<file path="src/pkg/imsk_pkg.sv">
// Package holding the register map, bit positions, reset values and carrier types of the interrupt mask block.
package imsk_pkg;

  // Register byte addresses on the internal register port.
  localparam logic [31:0] ADDR_MASKED_STATUS = 32'h5000132C;
  localparam logic [31:0] ADDR_IRQ_MASK = 32'h50001330;
  localparam logic [31:0] ADDR_IRQ_RAW_STATUS = 32'h50001334;
  localparam logic [31:0] ADDR_CLEAR_ALL = 32'h50001340;
  localparam logic [31:0] ADDR_CLEAR_READ_REQUEST = 32'h50001350;
  localparam logic [31:0] ADDR_CLEAR_ABORT = 32'h50001354;
  localparam logic [31:0] ADDR_CLEAR_BUS_BUSY = 32'h5000135C;
  localparam logic [31:0] ADDR_CLEAR_GENERAL_CALL = 32'h50001368;

  // Bit positions within the mask and status registers.
  localparam int BIT_GENERAL_CALL = 11;
  localparam int BIT_START_SEEN = 10;
  localparam int BIT_STOP_SEEN = 9;
  localparam int BIT_BUS_BUSY = 8;
  localparam int BIT_SLAVE_DONE = 7;
  localparam int BIT_TX_ABORTED = 6;
  localparam int BIT_READ_REQUEST = 5;
  localparam int BIT_TX_EMPTY = 4;
  localparam int BIT_TX_OVERFLOW = 3;
  localparam int BIT_RX_FULL = 2;
  localparam int BIT_RX_OVERFLOW = 1;
  localparam int BIT_RX_UNDER = 0;

  // Reset and writable fields of the mask register, and the raw status reset value.
  localparam logic [15:0] MASK_RESET = 16'h08FF;
  localparam logic [15:0] MASK_WRITABLE = 16'h0FFF;
  localparam logic [15:0] RAW_RESET = 16'h0000;

  // Buffer depth used by the overflow checks.
  localparam logic [5:0] FIFO_DEPTH = 6'h20;

  // Pin indices in the synchroniser vector.
  localparam int PIN_SCL = 1;
  localparam int PIN_SDA = 0;

  // Event strobes and levels from the surrounding controller.
  typedef struct packed {
    logic general_call;
    logic slave_nack;
    logic tx_abort;
    logic read_request;
    logic tx_write;
    logic rx_byte;
    logic rx_full;
    logic rx_under;
  } imsk_evt_t;

  // State of the pin synchroniser.
  typedef struct packed {
    logic [1:0] s1;
    logic [1:0] s2;
    logic [1:0] s3;
    logic [1:0] lvl;
  } imsk_sync_t;

  // State of the status and mask block.
  typedef struct packed {
    logic [15:0] mask;
    logic [15:0] raw;
    logic [15:0] rdata;
    logic [1:0] prev_lvl;
    logic irq;
    logic scl_oe;
    logic tx_flush;
    logic rx_drop;
  } imsk_state_t;

endpackage

</file>
<file path="src/rtl/imsk_pin_sync.sv">
// Three-stage synchroniser with agreement filter for the two serial bus pins.
`timescale 1ns/1ps
module imsk_pin_sync (
  // Clock and reset.
  input wire logic clk_sys,
  input wire logic srst,
  // Raw pins, clock line in bit 1 and data line in bit 0.
  input wire logic [1:0] pin_raw,
  // Filtered pin levels.
  output logic [1:0] pin_lvl
);

  imsk_pkg::imsk_sync_t s_q;
  imsk_pkg::imsk_sync_t s_d;

  // The first stage feeds only the second; a level is accepted once stages two and three agree.
  always_comb
  begin
    s_d = s_q;
    s_d.s1 = pin_raw;
    s_d.s2 = s_q.s1;
    s_d.s3 = s_q.s2;
    for (int i = 0; i < 2; i++)
    begin
      if (s_q.s2[i] == s_q.s3[i])
      begin
        s_d.lvl[i] = s_q.s3[i];
      end
    end
  end

  // Idle bus lines rest high, so reset to high.
  always_ff @(posedge clk_sys)
  begin
    if (srst)
    begin
      s_q <= '{s1: 2'h3, s2: 2'h3, s3: 2'h3, lvl: 2'h3};
    end
    else
    begin
      s_q <= s_d;
    end
  end

  assign pin_lvl = s_q.lvl;

endmodule

</file>
<file path="src/rtl/imsk_status.sv">
// Interrupt mask and raw status logic of the two-wire bus controller.
// Contract
// Mask bits 11..0 gate raw bits into masked view; bits 15..12 read zero.
// Mask resets to ones for general call and bits 7..0, zeros otherwise.
// General call flag sets on acknowledged general call; clears on disable or clear read.
// Start flag sets on every START or repeated START.
// Stop flag sets on every STOP condition.
// Activity flag sticky; clears on disable, busy clear, combined clear or reset.
// Done flag sets when remote master does not acknowledge a slave-sent byte.
// Abort flag sets when queued transmit actions cannot complete.
// While abort set, transmit buffer is flushed until abort clear read.
// Read request flag sets on slave read address; clock line held low meanwhile.
// Software writes the requested byte so the stalled transfer proceeds; here a write leaves the clock held until the request is cleared.
// Read request flag returns to zero right after its clear register is read.
// Transmit empty is one while level at or below threshold.
// Disabled: buffer flushed; empty reads activity of state machines.
// Transmit overflow on write with 32 entries; clears when disabled and idle.
// Receive overflow on byte arriving with 32 entries; byte acknowledged, dropped.
// Interrupt output high whenever any masked status bit is set.
`timescale 1ns/1ps
module imsk_status (
  // Clock and reset.
  input wire logic clk_sys,
  input wire logic srst,
  // Internal register port.
  input wire logic [31:0] reg_addr,
  input wire logic reg_wr,
  input wire logic reg_rd,
  input wire logic [15:0] reg_wdata,
  output logic [15:0] reg_rdata,
  // Controller state and events.
  input wire logic controller_on,
  input wire logic sm_active,
  input wire logic [5:0] tx_level,
  input wire logic [4:0] tx_threshold,
  input wire logic [5:0] rx_level,
  input wire imsk_pkg::imsk_evt_t evt,
  // Serial bus pins.
  input wire logic scl_i,
  input wire logic sda_i,
  output logic scl_o,
  output logic scl_oe,
  // Buffer control and interrupt.
  output logic tx_flush,
  output logic rx_drop,
  output logic irq
);

  imsk_pkg::imsk_state_t s_q;
  imsk_pkg::imsk_state_t s_d;
  logic [1:0] lvl;
  logic scl_now;
  logic sda_now;
  logic start_ev;
  logic stop_ev;
  logic pin_change;
  logic clr_all;
  logic clr_rdreq;
  logic clr_abort;
  logic clr_busy;
  logic clr_gc;
  logic dis_idle;
  logic tx_over_ev;
  logic rx_over_ev;

  // Pin levels come through the three-stage filter.
  imsk_pin_sync u_sync (
    .clk_sys(clk_sys),
    .srst(srst),
    .pin_raw({scl_i, sda_i}),
    .pin_lvl(lvl)
  );

  // Bus conditions: data edges while the clock line stays high.
  assign scl_now = lvl[imsk_pkg::PIN_SCL];
  assign sda_now = lvl[imsk_pkg::PIN_SDA];
  assign start_ev = s_q.prev_lvl[imsk_pkg::PIN_SDA] & ~sda_now & scl_now & s_q.prev_lvl[imsk_pkg::PIN_SCL];
  assign stop_ev = ~s_q.prev_lvl[imsk_pkg::PIN_SDA] & sda_now & scl_now & s_q.prev_lvl[imsk_pkg::PIN_SCL];
  assign pin_change = (lvl != s_q.prev_lvl);

  // Read-triggered clears; reads of clear registers have this side effect.
  assign clr_all = reg_rd && (reg_addr == imsk_pkg::ADDR_CLEAR_ALL);
  assign clr_rdreq = clr_all || (reg_rd && (reg_addr == imsk_pkg::ADDR_CLEAR_READ_REQUEST));
  assign clr_abort = clr_all || (reg_rd && (reg_addr == imsk_pkg::ADDR_CLEAR_ABORT));
  assign clr_busy = clr_all || (reg_rd && (reg_addr == imsk_pkg::ADDR_CLEAR_BUS_BUSY));
  assign clr_gc = clr_all || (reg_rd && (reg_addr == imsk_pkg::ADDR_CLEAR_GENERAL_CALL));
  assign dis_idle = !controller_on && !sm_active;
  assign tx_over_ev = evt.tx_write && (tx_level == imsk_pkg::FIFO_DEPTH);
  assign rx_over_ev = evt.rx_byte && (rx_level == imsk_pkg::FIFO_DEPTH);

  // Next-state logic; in every flag the set term is applied after the clear so a same-cycle event wins.
  always_comb
  begin
    s_d = s_q;
    s_d.prev_lvl = lvl;
    // mask write path
    if (reg_wr && (reg_addr == imsk_pkg::ADDR_IRQ_MASK))
    begin
      s_d.mask = reg_wdata & imsk_pkg::MASK_WRITABLE;
    end
    // general call flag
    if (clr_gc || !controller_on)
    begin
      s_d.raw[imsk_pkg::BIT_GENERAL_CALL] = 1'b0;
    end
    if (evt.general_call)
    begin
      s_d.raw[imsk_pkg::BIT_GENERAL_CALL] = 1'b1;
    end
    // start seen flag
    if (clr_all)
    begin
      s_d.raw[imsk_pkg::BIT_START_SEEN] = 1'b0;
      s_d.raw[imsk_pkg::BIT_STOP_SEEN] = 1'b0;
      s_d.raw[imsk_pkg::BIT_SLAVE_DONE] = 1'b0;
      s_d.raw[imsk_pkg::BIT_TX_OVERFLOW] = 1'b0;
      s_d.raw[imsk_pkg::BIT_RX_OVERFLOW] = 1'b0;
    end
    if (start_ev)
    begin
      s_d.raw[imsk_pkg::BIT_START_SEEN] = 1'b1;
    end
    // stop seen flag
    if (stop_ev)
    begin
      s_d.raw[imsk_pkg::BIT_STOP_SEEN] = 1'b1;
    end
    // sticky activity flag
    if (clr_busy || !controller_on)
    begin
      s_d.raw[imsk_pkg::BIT_BUS_BUSY] = 1'b0;
    end
    if (pin_change || sm_active)
    begin
      s_d.raw[imsk_pkg::BIT_BUS_BUSY] = 1'b1;
    end
    // slave transmit done
    if (evt.slave_nack)
    begin
      s_d.raw[imsk_pkg::BIT_SLAVE_DONE] = 1'b1;
    end
    // transmit abort flag
    if (clr_abort)
    begin
      s_d.raw[imsk_pkg::BIT_TX_ABORTED] = 1'b0;
    end
    if (evt.tx_abort)
    begin
      s_d.raw[imsk_pkg::BIT_TX_ABORTED] = 1'b1;
    end
    // read request clear
    if (clr_rdreq)
    begin
      s_d.raw[imsk_pkg::BIT_READ_REQUEST] = 1'b0;
    end
    // read request flag
    if (evt.read_request)
    begin
      s_d.raw[imsk_pkg::BIT_READ_REQUEST] = 1'b1;
    end
    // transmit empty tracks level
    // disabled view follows activity
    if (controller_on)
    begin
      s_d.raw[imsk_pkg::BIT_TX_EMPTY] = (tx_level <= {1'b0, tx_threshold});
    end
    else
    begin
      s_d.raw[imsk_pkg::BIT_TX_EMPTY] = sm_active;
    end
    // transmit overflow flag
    if (dis_idle)
    begin
      s_d.raw[imsk_pkg::BIT_TX_OVERFLOW] = 1'b0;
      s_d.raw[imsk_pkg::BIT_RX_OVERFLOW] = 1'b0;
    end
    if (tx_over_ev)
    begin
      s_d.raw[imsk_pkg::BIT_TX_OVERFLOW] = 1'b1;
    end
    // receive overflow flag
    if (rx_over_ev)
    begin
      s_d.raw[imsk_pkg::BIT_RX_OVERFLOW] = 1'b1;
    end
    s_d.rx_drop = rx_over_ev;
    // Lower status levels are owned elsewhere and mirrored here; receive full is forced low while disabled.
    s_d.raw[imsk_pkg::BIT_RX_FULL] = evt.rx_full && controller_on;
    s_d.raw[imsk_pkg::BIT_RX_UNDER] = evt.rx_under;
    // flush while aborted or disabled
    s_d.tx_flush = s_d.raw[imsk_pkg::BIT_TX_ABORTED] || !controller_on;
    // stretch clock low while request pending
    s_d.scl_oe = s_d.raw[imsk_pkg::BIT_READ_REQUEST];
    // combined masked interrupt
    s_d.irq = |(s_d.raw & s_d.mask);
    // Register read data; unmapped and clear addresses return the flag or zero.
    if (reg_rd)
    begin
      if (reg_addr == imsk_pkg::ADDR_IRQ_MASK)
      begin
        s_d.rdata = s_q.mask;
      end
      else if (reg_addr == imsk_pkg::ADDR_IRQ_RAW_STATUS)
      begin
        s_d.rdata = s_q.raw;
      end
      else if (reg_addr == imsk_pkg::ADDR_MASKED_STATUS)
      begin
        // masked status view
        s_d.rdata = s_q.raw & s_q.mask;
      end
      else if (reg_addr == imsk_pkg::ADDR_CLEAR_READ_REQUEST)
      begin
        s_d.rdata = {15'h0000, s_q.raw[imsk_pkg::BIT_READ_REQUEST]};
      end
      else if (reg_addr == imsk_pkg::ADDR_CLEAR_ABORT)
      begin
        s_d.rdata = {15'h0000, s_q.raw[imsk_pkg::BIT_TX_ABORTED]};
      end
      else
      begin
        s_d.rdata = 16'h0000;
      end
    end
  end

  // One register stage for all state; the mask takes its own reset value, not all zeros.
  // mask reset value
  always_ff @(posedge clk_sys)
  begin
    if (srst)
    begin
      s_q <= '{mask: imsk_pkg::MASK_RESET, raw: imsk_pkg::RAW_RESET, rdata: 16'h0000,
               prev_lvl: 2'h3, irq: 1'b0, scl_oe: 1'b0, tx_flush: 1'b1, rx_drop: 1'b0};
    end
    else
    begin
      s_q <= s_d;
    end
  end

  // Outputs other than scl_o come straight from the state register; scl_o is tied low, so the clock line is only ever pulled low.
  assign reg_rdata = s_q.rdata;
  assign scl_o = 1'b0;
  assign scl_oe = s_q.scl_oe;
  assign tx_flush = s_q.tx_flush;
  assign rx_drop = s_q.rx_drop;
  assign irq = s_q.irq;
endmodule

</file>
<file path="config.mk">
export PLATFORM = sky130hd
export DESIGN_NAME = imsk_status
export DESIGN_NICKNAME = d
export VERILOG_FILES = /design/src/pkg/imsk_pkg.sv /design/src/rtl/imsk_pin_sync.sv /design/src/rtl/imsk_status.sv
export SDC_FILE = /design/constraint.sdc
export NUM_CORES = 1
export LEC_CHECK = 0
export ABC_AREA = 1
export BUFFER_PORTS_ARGS = -buffer_cell sky130_fd_sc_hd__buf_4
export CAP_MARGIN = 20
export CORE_UTILIZATION = 51
export CTS_CLUSTER_SIZE = 25
export DETAILED_ROUTE_END_ITERATION = 12
export PLACE_DENSITY = 0.81
export SYNTH_ARGS = -nofsm -noshare
export SYNTH_HDL_FRONTEND = slang
export SYNTH_SLANG_ARGS = --single-unit
</file>
<file path="constraint.sdc">
create_clock -name clk_sys -period 3.1 [get_ports clk_sys]
set_clock_uncertainty 0.15 [all_clocks]
set_input_delay 0.775 -clock clk_sys [delete_from_list [all_inputs] [get_ports clk_sys]]
set_output_delay 0.775 -clock clk_sys [all_outputs]
set_load 0.02 [all_outputs]
</file>
==> flow_metrics.py <==
metrics = {
    "clock_tree": {
        "cts_hold_buf": 0,
        "clk_pin_slew_ps": 80,
        "cts_buffers": 5,
        "cts-root-buf": "clkbuf_8",
        "htreeDepth": 2,
        "clkLatencyLatePin_ps": 300,
        "post_cts_buffers": 0,
        "cts_num_sinks": 49,
        "cts_buffer_depth": 2,
        "cts.repair.resized": 0,
        "cts_tree": "done",
    },
    "route": {
        "ant_nets": 0,
        "wire_per_inst_um": 11.3,
        "drt_iter0_markers": 231,
        "drt-pass1-iter-count": 4,
        "dr_total_vias": 2907,
        "post-route-drc-count": 0,
        "viasPerCell": 4.85,
        "routed_wl_mm": 6.78,
    },
    "place": {
        "placedCellCount": 592,
        "place.gp.congestion": 0.949,
        "dp_hpwl_mm": 5.27,
        "place_ws_ps": 456,
        "io_buffers": 92,
    },
    "sta": {
        "fmax_mhz": 430,
        "finalSetupViolations": 0,
        "period_minus_slack_ps": 2320,
        "period_share": 0.750,
        "fin_ws_ps": 775,
        "hold_viol_final": 0,
        "rsz0062_at_grt": "false",
        "holdWs_ps": 268,
        "setup_tns_ps": 0,
        "drv_slew": 0,
    },
    "run_status": {
        "status": "finished, final reports clean",
    },
    "setup_path": {
        "worstPathRequired_ps": 3190,
        "path_max_fanout": 11,
        "crit_slowest_cell": "nor2_4",
        "critPathBufInv": 3,
        "critPathMaxStageDelay_ps": 250,
        "critPathKind": "input port to register",
        "crit_family": "simple AND/OR/NAND/NOR gates",
        "path_cells": "buf_4 > nor2_1 > nand2_1 > nor2_2 > nand2_4 > nor2_4 > buf_4 > nand3_1 > nand2_1 > nand2_1 > inv_1 > a21oi_1 > nand2_1 > nor2_1 > nor2_1",
        "endpoint_kind": "register",
        "cp-start-kind": "input port",
        "cpMostUsedCell": "nand2_1",
        "arrival_ps": 2410,
    },
    "power_and_ir_drop": {
        "cellLeakagePower_nw": 1.91,
        "pwr_density_cell_mw_per_mm2": 363,
        "ir_drop_mv": 0.383,
        "p_total_mw": 1.35,
    },
    "logic_synthesis": {
        "seq_area_frac_synth": 0.330,
        "synth.top_cells.by_count": "134 x nand2_1, 57 x inv_1, 49 x dfxtp_1",
        "synth-edff-count": 0,
        "synth_top_cell_area_share": 0.330,
        "yosys_warnings": 0,
        "yosys_most_used_dff": "dfxtp_1",
        "synth_area_mm2": 0.00297,
        "ys_types": 33,
        "ys_ff_latch": 49,
        "synthArstFlopShare": 0,
        "synthTopCellsByArea": "dfxtp_1 33%, nand2_1 17%, nand3_1 7.8%, inv_1 7.2%, nor2_1 5.3%",
        "synth_cells": 449,
        "avgSynthCellArea_um2": 6.61,
        "yosysTopAreaCell": "dfxtp_1",
        "yosysMostFrequentCell": "nand2_1",
    },
    "global_route": {
        "track_usage": 0.248,
        "grt_pass1_wl_mm": 12.2,
        "antenna_found_initial": 0,
        "grt_max_degree": 37,
        "grt_overflow": 0,
        "grt_pass1_vias": 2865,
    },
    "floorplan": {
        "core_area_mm2": 0.00557,
        "dieWidth_um": 78.3,
        "io_pins": 102,
        "start_util": 0.533,
        "fp-row-count": 27,
        "die_height_um": 78.3,
        "die_area_mm2": 0.00613,
    },
    "layout": {
        "diodes": 0,
        "stdcell_count": 600,
        "n_fill_cell": 523,
        "nNetsFinal": 615,
        "drive_gt1_frac": 0.267,
        "area_growth_pct": 25.4,
    },
    "min_path": {
        "min_path_type": "register to register",
    },
    "flow_run": {
        "maxCapViolations": 0,
    },
}
==> routing by layer <==
layer / up-vias / track usage / part of all wire
li1: 1538 / - / -
met1: 1265 / 0.300 / 0.44
met2: 97 / 0.445 / 0.49
met3: 7 / 0.0512 / 0.068
met4: 0 / 0.0667 / 0.0069
met5: - / 0 / 0
==> worst register-to-register path: stages, from the launching register on <==
cell	delay (ps)
dfxtp_1	340
inv_1	50
ha_1	270
o21ai_0	70
a211oi_1	260
nand2_1	90
a21oi_1	120
nand2_1	70
nor2_1	150
nor2_1	50
==> layout by cell type, fill, tap and decap left out, drive strengths merged, types with 2 or more instances in the layout <==
cell / synthesis / routed
clkbuf: 6 / 5
dfxtp: 49 / 49
nand3: 56 / 56
buf: 24 / 97
bufinv: 0 / 2
nor2: 51 / 51
conb: 1 / 5
inv: 59 / 59
or2: 6 / 6
a21oi: 28 / 28
nand2: 137 / 137
nor4: 2 / 2
o21ai: 8 / 8
ha: 7 / 7
nand4: 6 / 6
nor3: 6 / 6
==> kinds of logic after synthesis <==
logic type	count (synthesis)	share of synthesized area
AOI/OAI and AO/OA	38	0.0678
other	1	0.00126
adders and majority gates	7	0.0295
and+or+nand+nor	265	0.425
DFF	49	0.330
buffers and inverters	89	0.146
==> layout make-up <==
type,count,area [um^2],area share
Multi-Input combinational cell,315,1570,0.421
Sequential cell,49,981,0.263
Timing Repair Buffer,97,728,0.196
Inverter,59,221,0.0595
Tap cell,72,90.1,0.0242
Clock buffer,5,68.8,0.0185
Clock inverter,3,65.1,0.0175
==> per-stage QoR <==
stage,utilization,area [um^2]
6_report,0.668,3720
5_1_grt,0.668,3720
4_1_cts,0.668,3720
3_5_place_dp,0.644,3590
3_3_place_gp,0.644,3590
2_1_floorplan,-,2980
==> final timing paths <==
| check | start | endpoint | slack (ps) | depth (start not counted) |
|---|---|---|---|---|
| max | reg_addr[21] | irq$_SDFF_PP0_ | 780 | 15 |
| max reg2reg | s_q[4]$_SDFF_PP1_ | irq$_SDFF_PP0_ | 1370 | 9 |
| min | u_sync.s_d[5]$_SDFF_PP1_ | u_sync.s_d[3]$_SDFF_PP1_ | 270 | 1 |
| min reg2reg | u_sync.s_d[5]$_SDFF_PP1_ | u_sync.s_d[3]$_SDFF_PP1_ | 270 | 1 |
==> power by group <==
part	total (mW)	switching, mW	internal (mW)
Sequential	0.648	0.00790	0.640
Combinational	0.180	0.0890	0.0909
Clock	0.525	0.205	0.320
Total	1.35	0.301	1.05
==> state kept, by name, summed over array words and instances, names as in the netlist <==
name / cells
s_q: 26
rx_drop: 1
reg_rdata: 12
irq: 1
u_sync.s_q: 2
u_sync.pin_lvl: 2
u_sync.s_d: 4
tx_flush: 1
Power figures use the tool's default switching activity.
